[config.mk]
export PLATFORM = sky130hd
export DESIGN_NAME = dlsd_top
export DESIGN_NICKNAME = d
export VERILOG_FILES = /design/src/dlsd_pkg.sv /design/src/dlsd_fifo.sv /design/src/dlsd_top.sv
export SDC_FILE = /design/constraint.sdc
export NUM_CORES = 1
export LEC_CHECK = 0
export ABC_AREA = 1
export BUFFER_PORTS_ARGS = -buffer_cell sky130_fd_sc_hd__buf_2
export CORE_UTILIZATION = 60
export CTS_CLUSTER_SIZE = 14
export DETAILED_ROUTE_END_ITERATION = 8
export PLACE_DENSITY = 0.8
export SYNTH_ARGS = -nofsm -noshare
export SYNTH_HDL_FRONTEND = slang
export SYNTH_SLANG_ARGS = --single-unit
[constraint.sdc]
create_clock -name i_clock -period 7.5 [get_ports i_clock]
set_clock_uncertainty 0.05 [all_clocks]
set_input_delay 0.375 -clock i_clock [delete_from_list [all_inputs] [get_ports i_clock]]
set_output_delay 0.375 -clock i_clock [all_outputs]
set_load 0.02 [all_outputs]
[src/dlsd_pkg.sv]
// Shared widths and counts for the sample latch and segment decoder
package dlsd_pkg;
  localparam int DLSD_DATA_W = 8;
  localparam int DLSD_UPPER_W = 5;
  localparam int DLSD_LOWER_W = 3;
  localparam int DLSD_UPPER_SEGS = 31;
  localparam int DLSD_UNIT_SRCS = 7;
  localparam int DLSD_FIFO_DEPTH = 16;
  localparam int DLSD_FIFO_AW = 4;
  localparam int DLSD_CLOCK_MHZ = 40;
  localparam int DLSD_MAX_MSPS = 125;
  localparam logic [DLSD_DATA_W-1:0] DLSD_CODE_FULL = 8'hff;
  localparam logic [DLSD_DATA_W-1:0] DLSD_CODE_ZERO = 8'h00;
  localparam logic [DLSD_UPPER_SEGS-1:0] DLSD_UPPER_ALL = 31'h7fffffff;
  localparam logic [DLSD_UNIT_SRCS-1:0] DLSD_UNIT_ALL = 7'h7f;
  localparam logic [DLSD_UPPER_SEGS-1:0] DLSD_UPPER_RST = 31'h00000000;
  localparam logic [DLSD_UNIT_SRCS-1:0] DLSD_UNIT_RST = 7'h00;

  typedef enum logic [0:0] {
    DLSD_ST_EMPTY = 1'b0,
    DLSD_ST_LOADED = 1'b1
  } dlsd_state_e;
endpackage

[src/dlsd_fifo.sv]
// Flip-flop FIFO with valid and ready on both sides
`timescale 1ns/1ps
module dlsd_fifo #(
  parameter int WIDTH = 8,
  parameter int DEPTH = 16,
  parameter int AW = 4
) (
  input wire logic i_clock,
  input wire logic i_rst_b,
  input wire logic i_in_valid,
  output logic o_in_ready,
  input wire logic [WIDTH-1:0] i_in_data,
  output logic o_out_valid,
  input wire logic i_out_ready,
  output logic [WIDTH-1:0] o_out_data
);
  typedef struct packed {
    logic [DEPTH-1:0][WIDTH-1:0] mem;
    logic [AW-1:0] wr;
    logic [AW-1:0] rd;
    logic [AW:0] cnt;
  } dlsd_fifo_s;

  localparam logic [AW:0] CNT_FULL = (AW+1)'(DEPTH);
  localparam logic [AW-1:0] PTR_LAST = AW'(DEPTH - 1);

  dlsd_fifo_s st_r;
  dlsd_fifo_s st_nxt;
  logic push;
  logic pop;

  function automatic logic [AW-1:0] ptr_inc(input logic [AW-1:0] p);
    ptr_inc = (p == PTR_LAST) ? '0 : AW'(p + 1'b1);
  endfunction

  assign o_in_ready = (st_r.cnt != CNT_FULL);
  assign o_out_valid = (st_r.cnt != '0);
  assign o_out_data = st_r.mem[st_r.rd];
  assign push = i_in_valid && o_in_ready;
  assign pop = o_out_valid && i_out_ready;

  always_comb begin
    st_nxt = st_r;
    if (push) begin
      st_nxt.mem[st_r.wr] = i_in_data;
      st_nxt.wr = ptr_inc(st_r.wr);
    end
    if (pop) begin
      st_nxt.rd = ptr_inc(st_r.rd);
    end
    if (push && !pop) begin
      st_nxt.cnt = (AW+1)'(st_r.cnt + 1'b1);
    end else if (pop && !push) begin
      st_nxt.cnt = (AW+1)'(st_r.cnt - 1'b1);
    end
  end

  always_ff @(posedge i_clock or negedge i_rst_b) begin
    if (!i_rst_b) begin
      st_r <= '0;
    end else begin
      st_r <= st_nxt;
    end
  end
endmodule

[src/dlsd_top.sv]
// Sample latch and segment decoder for an 8-bit current-steering converter
// Notes on behaviour
// - Input word is captured on each rising clock edge; source presents it there.
// - One new sample accepted every clock cycle, up to maximum update rate.
// - Upper five bits become thermometer code over thirty-one equal segments.
// - Lower three bits drive seven equal unit sources, each one eighth segment.
// - Each source goes to exactly one of the two outputs at all times.
// - All-ones code steers every source to the true output.
// - All-zeros code steers every source to the complementary output.
// - Code is unsigned binary; true weight code/256, complement (255-code)/256.
`timescale 1ns/1ps
module dlsd_top (
  input wire logic i_clock,
  input wire logic i_rst_b,
  input wire logic i_sample_valid,
  output logic o_sample_ready,
  input wire logic [dlsd_pkg::DLSD_DATA_W-1:0] i_parallel_sample_bits,
  output logic [dlsd_pkg::DLSD_UPPER_SEGS-1:0] o_true_current_output_upper,
  output logic [dlsd_pkg::DLSD_UNIT_SRCS-1:0] o_true_current_output_unit,
  output logic [dlsd_pkg::DLSD_UPPER_SEGS-1:0] o_complementary_current_output_upper,
  output logic [dlsd_pkg::DLSD_UNIT_SRCS-1:0] o_complementary_current_output_unit,
  output logic o_output_loaded
);
  import dlsd_pkg::*;

  typedef struct packed {
    logic ready;
    dlsd_state_e state;
    logic in_valid;
    logic [DLSD_DATA_W-1:0] in_word;
    logic [DLSD_UPPER_SEGS-1:0] upper;
    logic [DLSD_UNIT_SRCS-1:0] unit;
    logic [DLSD_UPPER_SEGS-1:0] upper_n;
    logic [DLSD_UNIT_SRCS-1:0] unit_n;
    logic [DLSD_DATA_W-1:0] code;
  } dlsd_top_s;

  dlsd_top_s st_r;
  dlsd_top_s st_nxt;
  logic rst_sync_b;
  logic fifo_in_ready;
  logic fifo_out_valid;
  logic [DLSD_DATA_W-1:0] fifo_out_data;
  logic sync_r1;
  logic sync_r2;

  // Reset release through two flops; assertion is still immediate
  always_ff @(posedge i_clock or negedge i_rst_b) begin
    if (!i_rst_b) begin
      sync_r1 <= 1'b0;
      sync_r2 <= 1'b0;
    end else begin
      sync_r1 <= 1'b1;
      sync_r2 <= sync_r1;
    end
  end
  assign rst_sync_b = sync_r2;

  // Thermometer decode: n low segments active
  function automatic logic [DLSD_UPPER_SEGS-1:0] thermo31(input logic [DLSD_UPPER_W-1:0] n);
    logic [DLSD_UPPER_SEGS-1:0] t;
    t = '0;
    for (int i = 0; i < DLSD_UPPER_SEGS; i++) begin
      t[i] = (i < int'(n));
    end
    thermo31 = t;
  endfunction

  function automatic logic [DLSD_UNIT_SRCS-1:0] thermo7(input logic [DLSD_LOWER_W-1:0] n);
    logic [DLSD_UNIT_SRCS-1:0] t;
    t = '0;
    for (int i = 0; i < DLSD_UNIT_SRCS; i++) begin
      t[i] = (i < int'(n));
    end
    thermo7 = t;
  endfunction

  // Weight in unit steps: one upper segment equals eight unit sources
  function automatic int steer_weight(
    input logic [DLSD_UPPER_SEGS-1:0] segs,
    input logic [DLSD_UNIT_SRCS-1:0] units
  );
    steer_weight = (DLSD_UNIT_SRCS + 1) * $countones(segs) + $countones(units);
  endfunction

  // FIFO absorbs bursts; drained one word per clock so the decoder never stalls
  dlsd_fifo #(
    .WIDTH(DLSD_DATA_W),
    .DEPTH(DLSD_FIFO_DEPTH),
    .AW(DLSD_FIFO_AW)
  ) u_fifo (
    .i_clock(i_clock),
    .i_rst_b(rst_sync_b),
    .i_in_valid(st_r.in_valid),
    .o_in_ready(fifo_in_ready),
    .i_in_data(st_r.in_word),
    .o_out_valid(fifo_out_valid),
    .i_out_ready(1'b1),
    .o_out_data(fifo_out_data)
  );

  always_comb begin
    st_nxt = st_r;
    // Edge-triggered capture; a word held back by a full FIFO stays put
    if (!st_r.in_valid || fifo_in_ready) begin
      st_nxt.in_valid = i_sample_valid;
      st_nxt.in_word = i_parallel_sample_bits;
    end
    if (fifo_out_valid) begin
      st_nxt.state = DLSD_ST_LOADED;
      st_nxt.code = fifo_out_data;
      st_nxt.upper = thermo31(fifo_out_data[DLSD_DATA_W-1 -: DLSD_UPPER_W]);
      st_nxt.unit = thermo7(fifo_out_data[DLSD_LOWER_W-1:0]);
      // Complement driven from its own flop so both halves change on one edge
      st_nxt.upper_n = ~thermo31(fifo_out_data[DLSD_DATA_W-1 -: DLSD_UPPER_W]);
      st_nxt.unit_n = ~thermo7(fifo_out_data[DLSD_LOWER_W-1:0]);
    end
    // Registered ready: the FIFO is popped whenever it holds a word, so it
    // has room next cycle if it is popping now or is not full now
    st_nxt.ready = !st_nxt.in_valid || fifo_out_valid || fifo_in_ready;
  end

  always_ff @(posedge i_clock or negedge rst_sync_b) begin
    if (!rst_sync_b) begin
      st_r <= '0;
      st_r.upper_n <= DLSD_UPPER_ALL;
      st_r.unit_n <= DLSD_UNIT_ALL;
      st_r.ready <= 1'b1;
      st_r.state <= DLSD_ST_EMPTY;
    end else begin
      st_r <= st_nxt;
    end
  end

  assign o_sample_ready = st_r.ready;
  assign o_true_current_output_upper = st_r.upper;
  assign o_true_current_output_unit = st_r.unit;
  assign o_complementary_current_output_upper = st_r.upper_n;
  assign o_complementary_current_output_unit = st_r.unit_n;
  assign o_output_loaded = (st_r.state == DLSD_ST_LOADED);

  AST_STEER_EXCLUSIVE: assert property (@(posedge i_clock) disable iff (!rst_sync_b)
    ((st_r.upper ^ st_r.upper_n) == DLSD_UPPER_ALL) && ((st_r.unit ^ st_r.unit_n) == DLSD_UNIT_ALL))
    else $error("source not steered to exactly one output");
  AST_ALL_ONES: assert property (@(posedge i_clock) disable iff (!rst_sync_b)
    (st_r.code == DLSD_CODE_FULL && o_output_loaded) |-> (st_r.upper == DLSD_UPPER_ALL && st_r.unit == DLSD_UNIT_ALL))
    else $error("full code not steered to true output");
  AST_ALL_ZEROS: assert property (@(posedge i_clock) disable iff (!rst_sync_b)
    (st_r.code == DLSD_CODE_ZERO && o_output_loaded) |-> (st_r.upper_n == DLSD_UPPER_ALL && st_r.unit_n == DLSD_UNIT_ALL))
    else $error("zero code not steered to complement");
  AST_UPPER_COUNT: assert property (@(posedge i_clock) disable iff (!rst_sync_b)
    o_output_loaded |-> ($countones(st_r.upper) == int'(st_r.code[7:3])))
    else $error("upper segment count wrong");
  AST_UNIT_COUNT: assert property (@(posedge i_clock) disable iff (!rst_sync_b)
    o_output_loaded |-> ($countones(st_r.unit) == int'(st_r.code[2:0])))
    else $error("unit source count wrong");
  AST_WEIGHT: assert property (@(posedge i_clock) disable iff (!rst_sync_b)
    o_output_loaded |-> (8 * $countones(st_r.upper) + $countones(st_r.unit) == int'(st_r.code)))
    else $error("true output weight not equal to code");
  AST_CAPTURE: assert property (@(posedge i_clock) disable iff (!rst_sync_b)
    (i_sample_valid && o_sample_ready) |=> (st_r.in_valid && st_r.in_word == $past(i_parallel_sample_bits)))
    else $error("sample not captured on rising edge");
  AST_THROUGHPUT: assert property (@(posedge i_clock) disable iff (!rst_sync_b)
    fifo_out_valid |=> (st_r.code == $past(fifo_out_data) && o_output_loaded))
    else $error("decoder missed a sample");

  AST_UPPER_THERMO: assert property (@(posedge i_clock) disable iff (!rst_sync_b)
    (((st_r.upper >> 1) & ~st_r.upper) == DLSD_UPPER_RST))
    else $error("upper segments not a thermometer code");
  AST_UNIT_THERMO: assert property (@(posedge i_clock) disable iff (!rst_sync_b)
    (((st_r.unit >> 1) & ~st_r.unit) == DLSD_UNIT_RST))
    else $error("unit sources not a thermometer code");
  AST_COMPL_WEIGHT: assert property (@(posedge i_clock) disable iff (!rst_sync_b)
    o_output_loaded |-> (steer_weight(st_r.upper_n, st_r.unit_n) == int'(DLSD_CODE_FULL) - int'(st_r.code)))
    else $error("complementary weight not full code minus code");
  AST_COMPL_UPPER_COUNT: assert property (@(posedge i_clock) disable iff (!rst_sync_b)
    o_output_loaded |-> ($countones(st_r.upper_n) == DLSD_UPPER_SEGS - int'(st_r.code[7:3])))
    else $error("complementary upper segment count wrong");
  AST_WEIGHT_SUM: assert property (@(posedge i_clock) disable iff (!rst_sync_b)
    (steer_weight(st_r.upper, st_r.unit) + steer_weight(st_r.upper_n, st_r.unit_n) == int'(DLSD_CODE_FULL)))
    else $error("sources not shared out between the two outputs");
  AST_ZERO_TRUE_EMPTY: assert property (@(posedge i_clock) disable iff (!rst_sync_b)
    (st_r.code == DLSD_CODE_ZERO && o_output_loaded) |-> (st_r.upper == DLSD_UPPER_RST && st_r.unit == DLSD_UNIT_RST))
    else $error("zero code left current on true output");
  AST_FULL_COMPL_EMPTY: assert property (@(posedge i_clock) disable iff (!rst_sync_b)
    (st_r.code == DLSD_CODE_FULL && o_output_loaded) |-> (st_r.upper_n == DLSD_UPPER_RST && st_r.unit_n == DLSD_UNIT_RST))
    else $error("full code left current on complement");

  // Ready is a flop copy of the real capacity; a mismatch would drop a word
  AST_READY_ALWAYS: assert property (@(posedge i_clock) disable iff (!rst_sync_b)
    o_sample_ready)
    else $error("sample refused");
  AST_READY_EXACT: assert property (@(posedge i_clock) disable iff (!rst_sync_b)
    (o_sample_ready == (!st_r.in_valid || fifo_in_ready)))
    else $error("ready does not match capture capacity");
  AST_IDLE_NO_WORD: assert property (@(posedge i_clock) disable iff (!rst_sync_b)
    (!i_sample_valid && o_sample_ready) |=> !st_r.in_valid)
    else $error("word captured without valid");
  AST_PUSH_THROUGH: assert property (@(posedge i_clock) disable iff (!rst_sync_b)
    (st_r.in_valid && fifo_in_ready) |=> fifo_out_valid)
    else $error("captured word not passed on");
  AST_ORDER_KEPT: assert property (@(posedge i_clock) disable iff (!rst_sync_b)
    (st_r.in_valid && fifo_in_ready) |-> ##2 (st_r.code == $past(st_r.in_word, 2)))
    else $error("decoded word out of order");
  AST_HOLD_OUTPUTS: assert property (@(posedge i_clock) disable iff (!rst_sync_b)
    !fifo_out_valid |=> ($stable(st_r.upper) && $stable(st_r.unit) && $stable(st_r.code)
      && $stable(st_r.upper_n) && $stable(st_r.unit_n)))
    else $error("outputs changed without a new word");

  // Before the first word the outputs keep the reset steering
  AST_LOADED_STICKY: assert property (@(posedge i_clock) disable iff (!rst_sync_b)
    o_output_loaded |=> o_output_loaded)
    else $error("loaded flag dropped");
  AST_LOADED_RISE: assert property (@(posedge i_clock) disable iff (!rst_sync_b)
    $rose(o_output_loaded) |-> $past(fifo_out_valid))
    else $error("loaded without a decoded word");
  AST_EMPTY_STEER: assert property (@(posedge i_clock) disable iff (!rst_sync_b)
    !o_output_loaded |-> (st_r.upper == DLSD_UPPER_RST && st_r.unit == DLSD_UNIT_RST
      && st_r.upper_n == DLSD_UPPER_ALL && st_r.unit_n == DLSD_UNIT_ALL))
    else $error("steering moved before the first word");
  AST_CODE_WHEN_EMPTY: assert property (@(posedge i_clock) disable iff (!rst_sync_b)
    !o_output_loaded |-> (st_r.code == DLSD_CODE_ZERO))
    else $error("code held before the first word");
endmodule

==> impl_metrics.py <==
metrics = {
    "sta": {
        "tns_ns": 0,
        "grt_setup_unrepaired": "no",
        "fin_ws_ns": 4.42,
        "slew_viol_final": 0,
        "period_share": 0.411,
        "layout_min_cycle_time_ns": 3.08,
        "final_hold_viol_count": 0,
        "max_freq_mhz": 324,
        "setup_viol_count_final": 0,
        "relSlewSlack": 0.253,
        "worst_slew_pin_slew_ns": 1.12,
    },
    "floorplanning": {
        "fp.dieArea_sq_mm": 0.0189,
        "die_y_microns": 137,
        "die_x_microns": 137,
        "core_area_sq_mm": 0.0180,
        "row_count": 49,
        "start_util": 0.612,
        "io_pins": 89,
    },
    "clock_tree": {
        "clock-root-buffer": "clkbuf_16",
        "cts_buffer_depth": 3,
        "cts-resized-gates": 0,
        "postCtsSetupBuffers": 0,
        "htreeDepth": 1,
        "cts_made_buffers": 24,
        "cts_tree": "done",
        "clkTransAtPathRegs_ns": 0.06,
        "cts_sinks": 230,
        "holdBufCountCts": 1,
        "clock_latency_ns": 0.53,
    },
    "critical_path": {
        "critPathKind": "flip-flop to flip-flop",
        "r2r_end": "o_true_current_output_upper[28]",
        "cp_common_cell": "nand2_1",
        "cp_top_family": "buffers and inverters",
        "cp.depth": 13,
        "reg2reg_slack_ns": 4.42,
        "cp_data_required_time_ns": 7.86,
        "startpoint_type": "flip-flop",
        "cp_slowest_cell": "inv_2",
        "cp_slowest_stage_delay_ns": 0.90,
        "cp_max_fo": 67,
        "cp.arrival_ns": 3.45,
        "r2r_start": "u_fifo.st_r[5]",
        "reg2regPathDepth": 13,
        "path_cells": "buf_4 -> inv_2 -> nand2_1 -> nand3_1 -> nand3_1 -> nand3_1 -> nand2_2 -> inv_1 -> nand2_1 -> nand2_1 -> nand2_1 -> nand2_1 -> nor2_1",
        "worst-path-buf-inv": 3,
        "worstSetupEndpointType": "flip-flop",
    },
    "final_layout": {
        "drive_gt1_frac": 0.171,
        "area_growth_pct": 6.20,
        "n_antenna_cell": 0,
        "layout.nets": 1288,
    },
    "placement": {
        "gp_congestion": 0.834,
        "port_buffers": 88,
        "pre_cts_ws_ns": 4.53,
        "dp_hpwl_microns": 15300,
    },
    "logic_synthesis": {
        "syn_area_sq_mm": 0.0110,
        "synth_area_leaders": "dfrtp_1, nand2_1, dfstp_2",
        "ys_types": 39,
        "yosysSeqAreaShare": 0.528,
        "ys_seq_elements": 230,
        "post_synth_inst_count": 1282,
        "synth_top_area_cell": "dfrtp_1",
        "avgSynthCellArea_sq_um": 8.58,
        "yosys_warnings": 0,
        "yosysTopAreaCellShare": 0.434,
    },
    "pwr": {
        "switching_power_mw": 2.62,
        "p_per_area_mw_per_mm2": 518,
        "p_clk_frac": 0.206,
        "ir_drop_uv": 334,
        "p_int_mw": 3.43,
        "swShare": 0.433,
        "combPwrFrac": 0.436,
        "p_leak_nw": 5.71,
        "power_frac_seq": 0.358,
    },
    "drt": {
        "drt_iter0_drc": 688,
        "drt_first_pass_iters": 6,
        "wl_microns": 24500,
        "wl_per_cell_microns": 16.2,
        "antenna_left": 0,
        "num_vias": 8389,
        "viasPerCell": 5.54,
        "drc": 0,
    },
    "global_routing": {
        "grt_use_total": 0.270,
        "grt_max_degree": 68,
        "antenna_found_initial": 0,
        "grt_pass1_vias": 7861,
        "grt_pass1_wl_microns": 39800,
        "overflow": 0,
    },
    "worst_hold_path": {
        "min_from": "i_parallel_sample_bits[4]",
        "min_path_cells": 3,
        "min_to": "st_r[88]",
        "worstHoldPathType": "input pin to flip-flop",
    },
    "outcome": {
        "status": "finished clean",
    },
    "flow_run": {
        "cap_violations": 0,
    },
}
[power groups by stage]
stage | logic (mW) | clock network [mW] | registers, mW
final | 2.64 | 1.25 | 2.16
after global routing | 3.00 | 1.31 | 2.22
after CTS | 2.64 | 1.26 | 2.16
after detailed placement | 2.61 | 0 | 2.17
after global placement | 2.54 | 0 | 2.16
after floorplan | 2.30 | 0 | 2.08
[flip-flops by register name, summed over array words and instances (netlist names)]
signal / count
o_complementary_current_output_unit: 7
o_complementary_current_output_upper: 31
o_output_loaded: 1
o_sample_ready: 1
o_true_current_output_unit: 7
o_true_current_output_upper: 31
rst_sync_b: 1
st_r: 9
sync_r1: 1
u_fifo.st_r: 141
[Yosys cell counts (all sizes together)]
| library cell | n |
|---|---|
| or2 | 1 |
| a31oi | 1 |
| nand3 | 88 |
| o211ai | 7 |
| dfstp | 39 |
| clkbuf | 14 |
| nand4 | 15 |
| o22ai | 4 |
| o211a | 2 |
| conb | 1 |
| o21ai | 184 |
| a21oi | 15 |
| ha | 9 |
| nand2 | 389 |
| nand3b | 1 |
| nor2 | 85 |
| xor2 | 5 |
| nor3 | 1 |
| nor4 | 1 |
| clkinv | 3 |
| xnor2 | 1 |
| buf | 123 |
| o21a | 9 |
| inv | 93 |
| dfrtp | 191 |
[worst min-delay path, delay by kind of cell]
kind,cells,cell delay (ns)
AO/OA/AOI/OAI,1,0.05
buffers and inverters,1,0.07
AND/OR/NAND/NOR,1,0.04
[placed cells by master, fill, tap and decap left out, drive strengths merged]
cell type,Yosys,final
dfstp,39,39
nand2,389,389
xnor2,1,1
xor2,5,5
o22ai,4,4
nor3,1,1
a31oi,1,1
nand3b,1,1
o211ai,7,7
nor2,85,85
nand4,15,15
or2,1,1
ha,9,9
clkbuf,14,37
nor4,1,1
conb,1,2
dlygate4sd3,0,1
o21ai,184,184
dfrtp,191,191
nand3,88,88
clkinv,3,8
o211a,2,2
inv,93,93
a21oi,15,15
buf,123,95
bufinv,0,2
o21a,9,9
[area by class of cell]
cell class	count	area (sq um)
Clock buffer	37	749
Clock inverter	7	96.3
Fill cell	1429	6280
Inverter	96	363
Multi-Input combinational cell	820	3880
Sequential cell	230	5810
Tap cell	229	287
Timing Repair Buffer	96	503
[kinds of logic after synthesis]
family	count (synthesis)	synth area share
AND/OR/NAND/NOR	581	0.229
AO/OA/AOI/OAI	222	0.107
XOR/XNOR	6	0.00478
buffers and inverters	233	0.121
other	1	0.000341
flip-flops	230	0.528
adder cells (fa/ha/maj)	9	0.0102
[routing by layer]
layer | global-route usage | wire length, microns | vias up
met5 | 0 | 0 | -
met4 | 0.0995 | 785 | 0
met3 | 0.0379 | 1570 | 57
met2 | 0.431 | 11200 | 323
met1 | 0.378 | 10900 | 4018
li1 | - | - | 3991
[stage by stage]
| step | util | instances | area (sq um) | hold WS [ns] | power, mW |
|---|---|---|---|---|---|
| final | 0.650 | 1515 | 11700 | 0.0117 | 6.05 |
| after global routing | 0.650 | 1515 | 11700 | 0.0195 | 6.54 |
| after CTS | 0.650 | 1515 | 11700 | 0.00679 | 6.05 |
| after detailed placement | 0.603 | 1470 | 10800 | 0.112 | 4.78 |
| after global placement | 0.603 | 1470 | 10800 | 0.111 | 4.69 |
| after floorplan | - | 1283 | 11000 | 0.0294 | 4.38 |
[worst max path at each step]
| stage | start | to | slack (ns) |
|---|---|---|---|
| final | u_fifo.st_r[5] | o_true_current_output_upper[28] | 4.42 |
| after global routing | u_fifo.st_r[5] | o_true_current_output_upper[28] | 4.16 |
| after CTS | u_fifo.st_r[5] | o_true_current_output_upper[28] | 4.49 |
| after detailed placement | u_fifo.st_r[5] | o_true_current_output_upper[9] | 4.53 |
| after global placement | u_fifo.st_r[5] | o_true_current_output_upper[28] | 4.58 |
| after floorplan | rst_sync_b | o_output_loaded | 0.63 |
Power figures use the tool's default switching activity.
